### src/rtl/status_out_pkg.sv
// Constants for the configurable status output logic
package status_out_pkg;
  localparam int unsigned CLK_HZ        = 20_000_000;
  localparam int unsigned TICK_MS       = 100;
  localparam int unsigned TICK_CYCLES   = CLK_HZ / 1000 * TICK_MS;
  localparam int unsigned DELAY_MAX_S   = 100;
  localparam int unsigned DELAY_MAX     = DELAY_MAX_S * 1000 / TICK_MS;
  localparam int unsigned DELAY_W       = 10;

  localparam logic [7:0] ADDR_FUNC_SEL  = 8'h00;
  localparam logic [7:0] ADDR_POLARITY  = 8'h04;
  localparam logic [7:0] ADDR_A_ON_DLY  = 8'h08;
  localparam logic [7:0] ADDR_A_OFF_DLY = 8'h0c;
  localparam logic [7:0] ADDR_B_ON_DLY  = 8'h10;
  localparam logic [7:0] ADDR_B_OFF_DLY = 8'h14;
  localparam logic [7:0] ADDR_STATUS    = 8'h18;

  localparam int unsigned FSEL_A_LSB    = 0;
  localparam int unsigned FSEL_B_LSB    = 8;
  localparam int unsigned POL_A_LSB     = 0;
  localparam int unsigned POL_B_LSB     = 8;

  localparam logic [3:0] FUNC_RUN        = 4'h0;
  localparam logic [3:0] FUNC_FREQ_REACH = 4'h1;
  localparam logic [3:0] FUNC_FREQ_THR   = 4'h2;
  localparam logic [3:0] FUNC_OVERLOAD   = 4'h3;
  localparam logic [3:0] FUNC_PID_DEV    = 4'h4;
  localparam logic [3:0] FUNC_FAULT      = 4'h5;
  localparam logic [3:0] FUNC_SP_LOST    = 4'h6;
  localparam logic [3:0] FUNC_FB_BREACH  = 4'h7;
  localparam logic [3:0] FUNC_WATCHDOG   = 4'h8;
  localparam logic [3:0] FUNC_LOGIC_LINK = 4'h9;
  localparam logic [3:0] FUNC_FIELDBUS   = 4'ha;
  localparam logic [3:0] FUNC_LAST       = 4'ha;

  localparam logic [3:0] FSEL_A_RESET    = 4'h1;
  localparam logic [3:0] FSEL_B_RESET    = 4'h0;
  localparam logic [1:0] POL_MAKE        = 2'h0;
  localparam logic [1:0] POL_BREAK       = 2'h1;

  typedef enum logic [1:0] {
    ST_OFF     = 2'b00,
    ST_ON_WAIT = 2'b01,
    ST_ON      = 2'b11,
    ST_OFF_WAIT = 2'b10
  } dly_state_t;
endpackage : status_out_pkg

### src/rtl/status_out.sv
// Two configurable status outputs with APB register access
//
// Operation
// - Per-output function code; 01 selects freq reached, 00 selects running.
// - Code 02: frequency above accel/decel threshold while ramping.
// - Code 03: motor current above overload warning threshold.
// - Code 04: PID deviation above signalling threshold.
// - Code 05: drive in fault or alarm state.
// - Code 06: voltage setpoint below minimum or current below 4 mA.
// - Code 07: PID feedback outside upper or lower limit.
// - Code 08: serial watchdog expired, per watchdog configuration.
// - Code 09: logic-link result; code 10: fieldbus overload or interruption.
// - Default make contact: output active when condition active.
// - Polarity 00 make, 01 break; 00 after reset.
// - Separate on-delay and off-delay per output, 0 to 100 s.
// - Condition dropping before on-delay ends never switches output on.
// - Once on, output holds for full off-delay after condition drops.
`timescale 1ns/100ps
`default_nettype none
module status_out
  import status_out_pkg::*;
#(
  parameter int unsigned TICK_CYC = TICK_CYCLES
)(
  input  wire logic        i_core_clk,
  input  wire logic        i_rst,
  input  wire logic        psel,
  input  wire logic        penable,
  input  wire logic        pwrite,
  input  wire logic [7:0]  paddr,
  input  wire logic [31:0] pwdata,
  output logic      [31:0] prdata,
  output logic             pready,
  output logic             pslverr,
  input  wire logic        i_running,
  input  wire logic        i_freq_setpoint_reached,
  input  wire logic        i_freq_threshold_exceeded,
  input  wire logic        i_overload_warning,
  input  wire logic        i_pid_deviation_alarm,
  input  wire logic        i_fault_alarm,
  input  wire logic        i_setpoint_signal_lost,
  input  wire logic        i_pid_feedback_limit_breach,
  input  wire logic        i_comm_watchdog_expired,
  input  wire logic        i_logic_link_result,
  input  wire logic        i_fieldbus_comm_overload,
  output logic             o_out_a,
  output logic             o_out_b
);
  logic [3:0]         fsel_q [2];
  logic               pol_q [2];
  logic [DELAY_W-1:0] on_dly_q [2];
  logic [DELAY_W-1:0] off_dly_q [2];
  logic [23:0]        div_q;
  logic               tick_q;
  logic [10:0]        cond_vec;
  logic [1:0]         cond;
  logic [1:0]         out_raw;
  logic               wr_en;
  logic               acc;
  logic               lock_q;

  assign acc   = psel && penable;
  assign wr_en = acc && pwrite;

  // Inputs come from same-clock status generators, so no synchroniser
  assign cond_vec = {i_fieldbus_comm_overload,
                     i_logic_link_result,
                     i_comm_watchdog_expired,
                     i_pid_feedback_limit_breach,
                     i_setpoint_signal_lost,
                     i_fault_alarm,
                     i_pid_deviation_alarm,
                     i_overload_warning,
                     i_freq_threshold_exceeded,
                     i_freq_setpoint_reached,
                     i_running};

  // Codes above the last function select nothing
  always_comb
  begin
    for (int k = 0; k < 2; k++)
    begin
      cond[k] = (fsel_q[k] <= FUNC_LAST) ? cond_vec[fsel_q[k]] : 1'b0;
    end
  end

  // 0.1 s step enable
  // Free-running phase, so a setting of N steps lasts N-1 to N steps
  always_ff @(posedge i_core_clk or posedge i_rst)
  begin
    if (i_rst)
    begin
      div_q  <= 24'h000000;
      tick_q <= 1'b0;
    end
    else if (div_q == 24'(TICK_CYC - 1))
    begin
      div_q  <= 24'h000000;
      tick_q <= 1'b1;
    end
    else
    begin
      div_q  <= div_q + 24'h000001;
      tick_q <= 1'b0;
    end
  end

  // Function select, locked while running
  always_ff @(posedge i_core_clk or posedge i_rst)
  begin
    if (i_rst)
    begin
      fsel_q[0] <= FSEL_A_RESET;
      fsel_q[1] <= FSEL_B_RESET;
    end
    else if (wr_en && paddr == ADDR_FUNC_SEL && !lock_q)
    begin
      fsel_q[0] <= pwdata[FSEL_A_LSB +: 4];
      fsel_q[1] <= pwdata[FSEL_B_LSB +: 4];
    end
  end

  // Running sampled at setup, so the refusal and pslverr always agree
  always_ff @(posedge i_core_clk or posedge i_rst)
  begin
    if (i_rst)
    begin
      lock_q <= 1'b0;
    end
    else if (psel && !penable)
    begin
      lock_q <= i_running;
    end
  end

  // Polarity takes effect on the next output update
  always_ff @(posedge i_core_clk or posedge i_rst)
  begin
    if (i_rst)
    begin
      pol_q[0] <= 1'b0;
      pol_q[1] <= 1'b0;
    end
    else if (wr_en && paddr == ADDR_POLARITY)
    begin
      pol_q[0] <= pwdata[POL_A_LSB];
      pol_q[1] <= pwdata[POL_B_LSB];
    end
  end

  // Delays saturate at 100 s
  // A timer already running keeps the count it loaded
  function automatic logic [DELAY_W-1:0] clip(input logic [31:0] v);
    clip = (v > 32'(DELAY_MAX)) ? DELAY_W'(DELAY_MAX) : v[DELAY_W-1:0];
  endfunction : clip

  always_ff @(posedge i_core_clk or posedge i_rst)
  begin
    if (i_rst)
    begin
      on_dly_q[0]  <= '0;
      on_dly_q[1]  <= '0;
      off_dly_q[0] <= '0;
      off_dly_q[1] <= '0;
    end
    else if (wr_en)
    begin
      unique case (paddr)
        ADDR_A_ON_DLY:  on_dly_q[0]  <= clip(pwdata);
        ADDR_A_OFF_DLY: off_dly_q[0] <= clip(pwdata);
        ADDR_B_ON_DLY:  on_dly_q[1]  <= clip(pwdata);
        ADDR_B_OFF_DLY: off_dly_q[1] <= clip(pwdata);
        default: ;
      endcase
    end
  end

  // One delay machine per output
  for (genvar g = 0; g < 2; g++)
  begin : g_dly
    dly_state_t         st_q;
    logic [DELAY_W-1:0] cnt_q;

    always_ff @(posedge i_core_clk or posedge i_rst)
    begin
      if (i_rst)
      begin
        st_q  <= ST_OFF;
        cnt_q <= '0;
      end
      else
      begin
        unique case (st_q)
          ST_OFF:
          begin
            // Zero on-delay goes straight on
            if (cond[g])
            begin
              cnt_q <= on_dly_q[g];
              st_q  <= (on_dly_q[g] == '0) ? ST_ON : ST_ON_WAIT;
            end
          end
          ST_ON_WAIT:
          begin
            // A condition pulse shorter than the on-delay is swallowed here
            if (!cond[g])
            begin
              st_q <= ST_OFF;
            end
            else if (cnt_q == '0)
            begin
              st_q <= ST_ON;
            end
            else if (tick_q)
            begin
              cnt_q <= cnt_q - DELAY_W'(1);
            end
          end
          ST_ON:
          begin
            // Off-delay loaded only when the condition falls
            if (!cond[g])
            begin
              cnt_q <= off_dly_q[g];
              st_q  <= (off_dly_q[g] == '0) ? ST_OFF : ST_OFF_WAIT;
            end
          end
          ST_OFF_WAIT:
          begin
            // Condition returning does not cut the off-delay short
            if (cnt_q == '0)
            begin
              st_q <= ST_OFF;
            end
            else if (tick_q)
            begin
              cnt_q <= cnt_q - DELAY_W'(1);
            end
          end
        endcase
      end
    end

    // Output still held during the off-delay
    assign out_raw[g] = (st_q == ST_ON) || (st_q == ST_OFF_WAIT);
  end

  // Output high means transistor conducts to the common reference
  always_ff @(posedge i_core_clk or posedge i_rst)
  begin
    if (i_rst)
    begin
      o_out_a <= 1'b0;
      o_out_b <= 1'b0;
    end
    else
    begin
      o_out_a <= out_raw[0] ^ pol_q[0];
      o_out_b <= out_raw[1] ^ pol_q[1];
    end
  end

  // APB: one wait-free answer in the access cycle
  always_ff @(posedge i_core_clk or posedge i_rst)
  begin
    if (i_rst)
    begin
      prdata  <= 32'h00000000;
      pready  <= 1'b0;
      pslverr <= 1'b0;
    end
    else if (psel && !penable)
    begin
      pready  <= 1'b1;
      pslverr <= 1'b0;
      prdata  <= 32'h00000000;
      unique case (paddr)
        ADDR_FUNC_SEL:  prdata <= {20'h00000, fsel_q[1], 4'h0, fsel_q[0]};
        ADDR_POLARITY:  prdata <= {23'h000000, pol_q[1], 7'h00, pol_q[0]};
        ADDR_A_ON_DLY:  prdata <= {22'h000000, on_dly_q[0]};
        ADDR_A_OFF_DLY: prdata <= {22'h000000, off_dly_q[0]};
        ADDR_B_ON_DLY:  prdata <= {22'h000000, on_dly_q[1]};
        ADDR_B_OFF_DLY: prdata <= {22'h000000, off_dly_q[1]};
        ADDR_STATUS:    prdata <= {28'h0000000, out_raw, cond};
        default:        pslverr <= 1'b1;
      endcase
      // Same running sample as the write lock
      if (pwrite && paddr == ADDR_FUNC_SEL && i_running)
        pslverr <= 1'b1;
    end
    else
    begin
      pready  <= 1'b0;
      pslverr <= 1'b0;
    end
  end
endmodule : status_out
`default_nettype wire

### config.mk
export PLATFORM = sky130hd
export DESIGN_NAME = status_out
export DESIGN_NICKNAME = d
export VERILOG_FILES = /design/src/rtl/status_out_pkg.sv /design/src/rtl/status_out.sv
export SDC_FILE = /design/constraint.sdc
export NUM_CORES = 1
export LEC_CHECK = 0
export ABC_AREA = 0
export BUFFER_PORTS_ARGS = -buffer_cell sky130_fd_sc_hd__buf_2
export CAP_MARGIN = 20
export CORE_ASPECT_RATIO = 1.1
export CORE_MARGIN = 2
export CORE_UTILIZATION = 35
export CTS_CLUSTER_SIZE = 24
export DETAILED_ROUTE_END_ITERATION = 10
export SYNTH_ARGS = -nofsm -noshare
export SYNTH_HDL_FRONTEND = slang
export SYNTH_SLANG_ARGS = --single-unit
### constraint.sdc
create_clock -name i_core_clk -period 4.7 [get_ports i_core_clk]
set_input_delay 0.94 -clock i_core_clk [delete_from_list [all_inputs] [get_ports i_core_clk]]
set_output_delay 0.94 -clock i_core_clk [all_outputs]
set_load 0.05 [all_outputs]
==> metrics.cfg <==
[place]
dpl_cell_area_um2=6920
post-dp-hpwl_mm=12.5
io_buffers=71
place_ws_ns=1.29
place_congestion=0.823

[setup_path]
crit_type=in2reg
crit_arrival_ns=3.29
cpMostUsedCell=nand2_1
max_stage_delay_ns=0.65
slowest_stage=nor4_1
worst_r2r_endpoint=g_dly[0].cnt_q[9]
end_kind=flop
cp.required_ns=4.97
rr_worst_depth=6
crit_chain=buf_2 > nor4_1 > nand2_1 > nor2_1 > nand2_1 > nand2_1 > o21ai_0
reg2reg_from=fsel_q[4]
reg2reg_slack_ns=2.07
endpoint=on_dly_q[15]
startpoint=paddr[4]
cp-start-kind=primary input
crit_buf_inv=1
critPathTopFamily=simple AND/OR/NAND/NOR gates
worst-path-max-fanout=20
cp_num_cells=7

[sta]
timing.final.max_slew_violations=0
worst_pin_slew_ns=0.769
maxSlewHeadroom_pct=48.2
finalCritPeriodShare_pct=64.2
rsz0062_at_grt=false
setup_tns_ns=0
max_freq_mhz=331
fin_worst_skew_ns=0.0149
setup_ws_ns=1.68
hold_violations=0
setup_viol=0
min_period_ns=3.02

[floorplanning]
io-pin-count=92
die_height_um=146
dieWidth_um=133
initial_utilization_pct=36.0
die-area_um2=19500
rows=51
core_area_um2=17900

[synth]
yosysSeqAreaShare_pct=45.2
ys_ff_latch=116
synth-warning-count=0
synth_cells=659
synth_cell_types=62
synth_area_per_cell_um2=9.76
syn_area_um2=6430
synth-edff-count=0
synth_flop_cell=dfrtp_1
async_flop_share_pct=100

[run]
drv_cap=0

[grt]
met2_usage_pct=28.7
grt_pass1_wl_mm=26.9
grt_overflow=0
grt_use_met3_pct=4.55
grt_pass1_vias=4842
grt-busiest-layer=met2
grt_usage_pct=17.9
antenna_found_initial=0
grt_use_met1_pct=24.0
grt_max_degree=78

[clocking]
ctsHoldBuffers=0
cts_root_buf=clkbuf_16
cts_tree=built
postCtsSetupRepairBufs=0
htree_levels=4
clk_latency_ns=0.43
clk_path_buf_depth=2
cts.sinks=116
post_cts_resized=0
cts_made_buffers=17
clkSlewWorstSetupHoldPaths_ns=0.05

[cells_and_area]
n_antenna_cell=0
layout.nets=795
final_cell_mix=dfrtp_1, nand2_1, buf_2
drive_above_1_share_pct=20.3
area_delta_synth_final_pct=17.6
fin_area_um2=7560
layout_commonest_cell=dfrtp_1
postLayoutCoreUtil_pct=42.3

[power_and_ir_drop]
pwr-share-seq_pct=40.4
swShare_pct=24.5
power_uw=2560
power.internal_uw=1930
vdd_ir_drop_max_v=0.000257
p_comb_share_pct=7.2
p_per_area_nw_per_um2=338
power_switching_uw=626
pwr-share-clk_pct=52.4
leakage_uw=0.00350

[hold_path]
hold_path_class=in2async

[run_status]
status=complete, no violations

[detailed_routing]
vias_per_cell=5.15
route.detailed.drc=0
wl_per_cell_um=17.2
drt-initial-drc-count=466
routed_wl_mm=16.8
via_count=5031
firstDrtPassIters=7
postRouteAntennaNets=0

-- cell usage after synthesis (all sizes together) (10+ instances only) --
cell type / instances / area [um2]
a21oi: 12 / 60.1
a22oi: 15 / 113
buf: 22 / 166
clkbuf: 25 / 93.8
dfrtp: 115 / 2880
ha: 14 / 175
inv: 18 / 67.6
mux2: 28 / 345
mux2i: 19 / 215
nand2: 93 / 349
nand3: 20 / 100
nor2: 42 / 160
nor3: 10 / 50.1
nor4: 16 / 100
o21ai: 69 / 360
xnor2: 18 / 158
xor2: 19 / 166
-- through the flow --
step / hold WS, ns / cells
after CTS: 0.469 / 975
final: 0.394 / 976
after floorplan: 0.437 / 678
after detailed placement: 0.457 / 943
after global routing: 0.394 / 976
after global placement: 0.449 / 943
-- metal layers --
layer  wire [um]  vias up
met5           0        -
met4         273        0
met3         682       22
met2        8280      131
met1        7530     2413
li1            -     2465
-- power by group through the flow --
stage / combinational [uW] / sequential, uW / clock (uW)
2_1_floorplan: 105 / 1080 / 0
3_3_place_gp: 183 / 1050 / 0
3_5_place_dp: 184 / 1050 / 0
4_1_cts: 184 / 1030 / 1370
5_1_grt: 201 / 1040 / 1420
6_report: 184 / 1030 / 1340
-- sequential cells by signal, summed over array words and instances (netlist names) --
register     flops
prdata          12
fsel_q           8
on_dly_q        20
off_dly_q       20
div_q           24
lock_q           1
tick_q           1
g_dly.st_q       4
o_out_b          1
o_out_a          1
g_dly.cnt_q     20
pslverr          1
pol_q            2
pready           1
-- cell families (layout without fill, tap and decap cells) --
logic type | count (synthesis) | after routing | share of synthesized area (%)
XOR/XNOR | 37 | 37 | 5.04
other | 1 | 20 | 0.0583
adder cells (fa/ha/maj) | 14 | 14 | 2.72
flip-flops | 116 | 116 | 45.2
AND/OR/NAND/NOR | 238 | 238 | 18.4
buffers and inverters | 65 | 125 | 5.10
AO/OA/AOI/OAI | 139 | 139 | 14.1
multiplexers | 49 | 49 | 9.42
-- cell type report --
type	count	area, um2
Clock inverter	10	149
Tap cell	238	298
Timing Repair Buffer	75	405
Multi-Input combinational cell	497	3270
Fill cell	1771	10300
Inverter	18	70.1
Clock buffer	22	464
Sequential cell	116	2900
-- worst min-delay path by stage --
stage,start,cells after the start,slack (ns),to
after CTS,div_q[23],1,0.47,div_q[23]
final,i_rst,2,0.39,pslverr
after global placement,prdata[11],2,0.45,prdata[11]
after floorplan,div_q[23],1,0.44,div_q[23]
after detailed placement,div_q[23],1,0.46,div_q[23]
after global routing,i_rst,2,0.39,pslverr
Note: power is estimated with default switching activity, not from simulation.
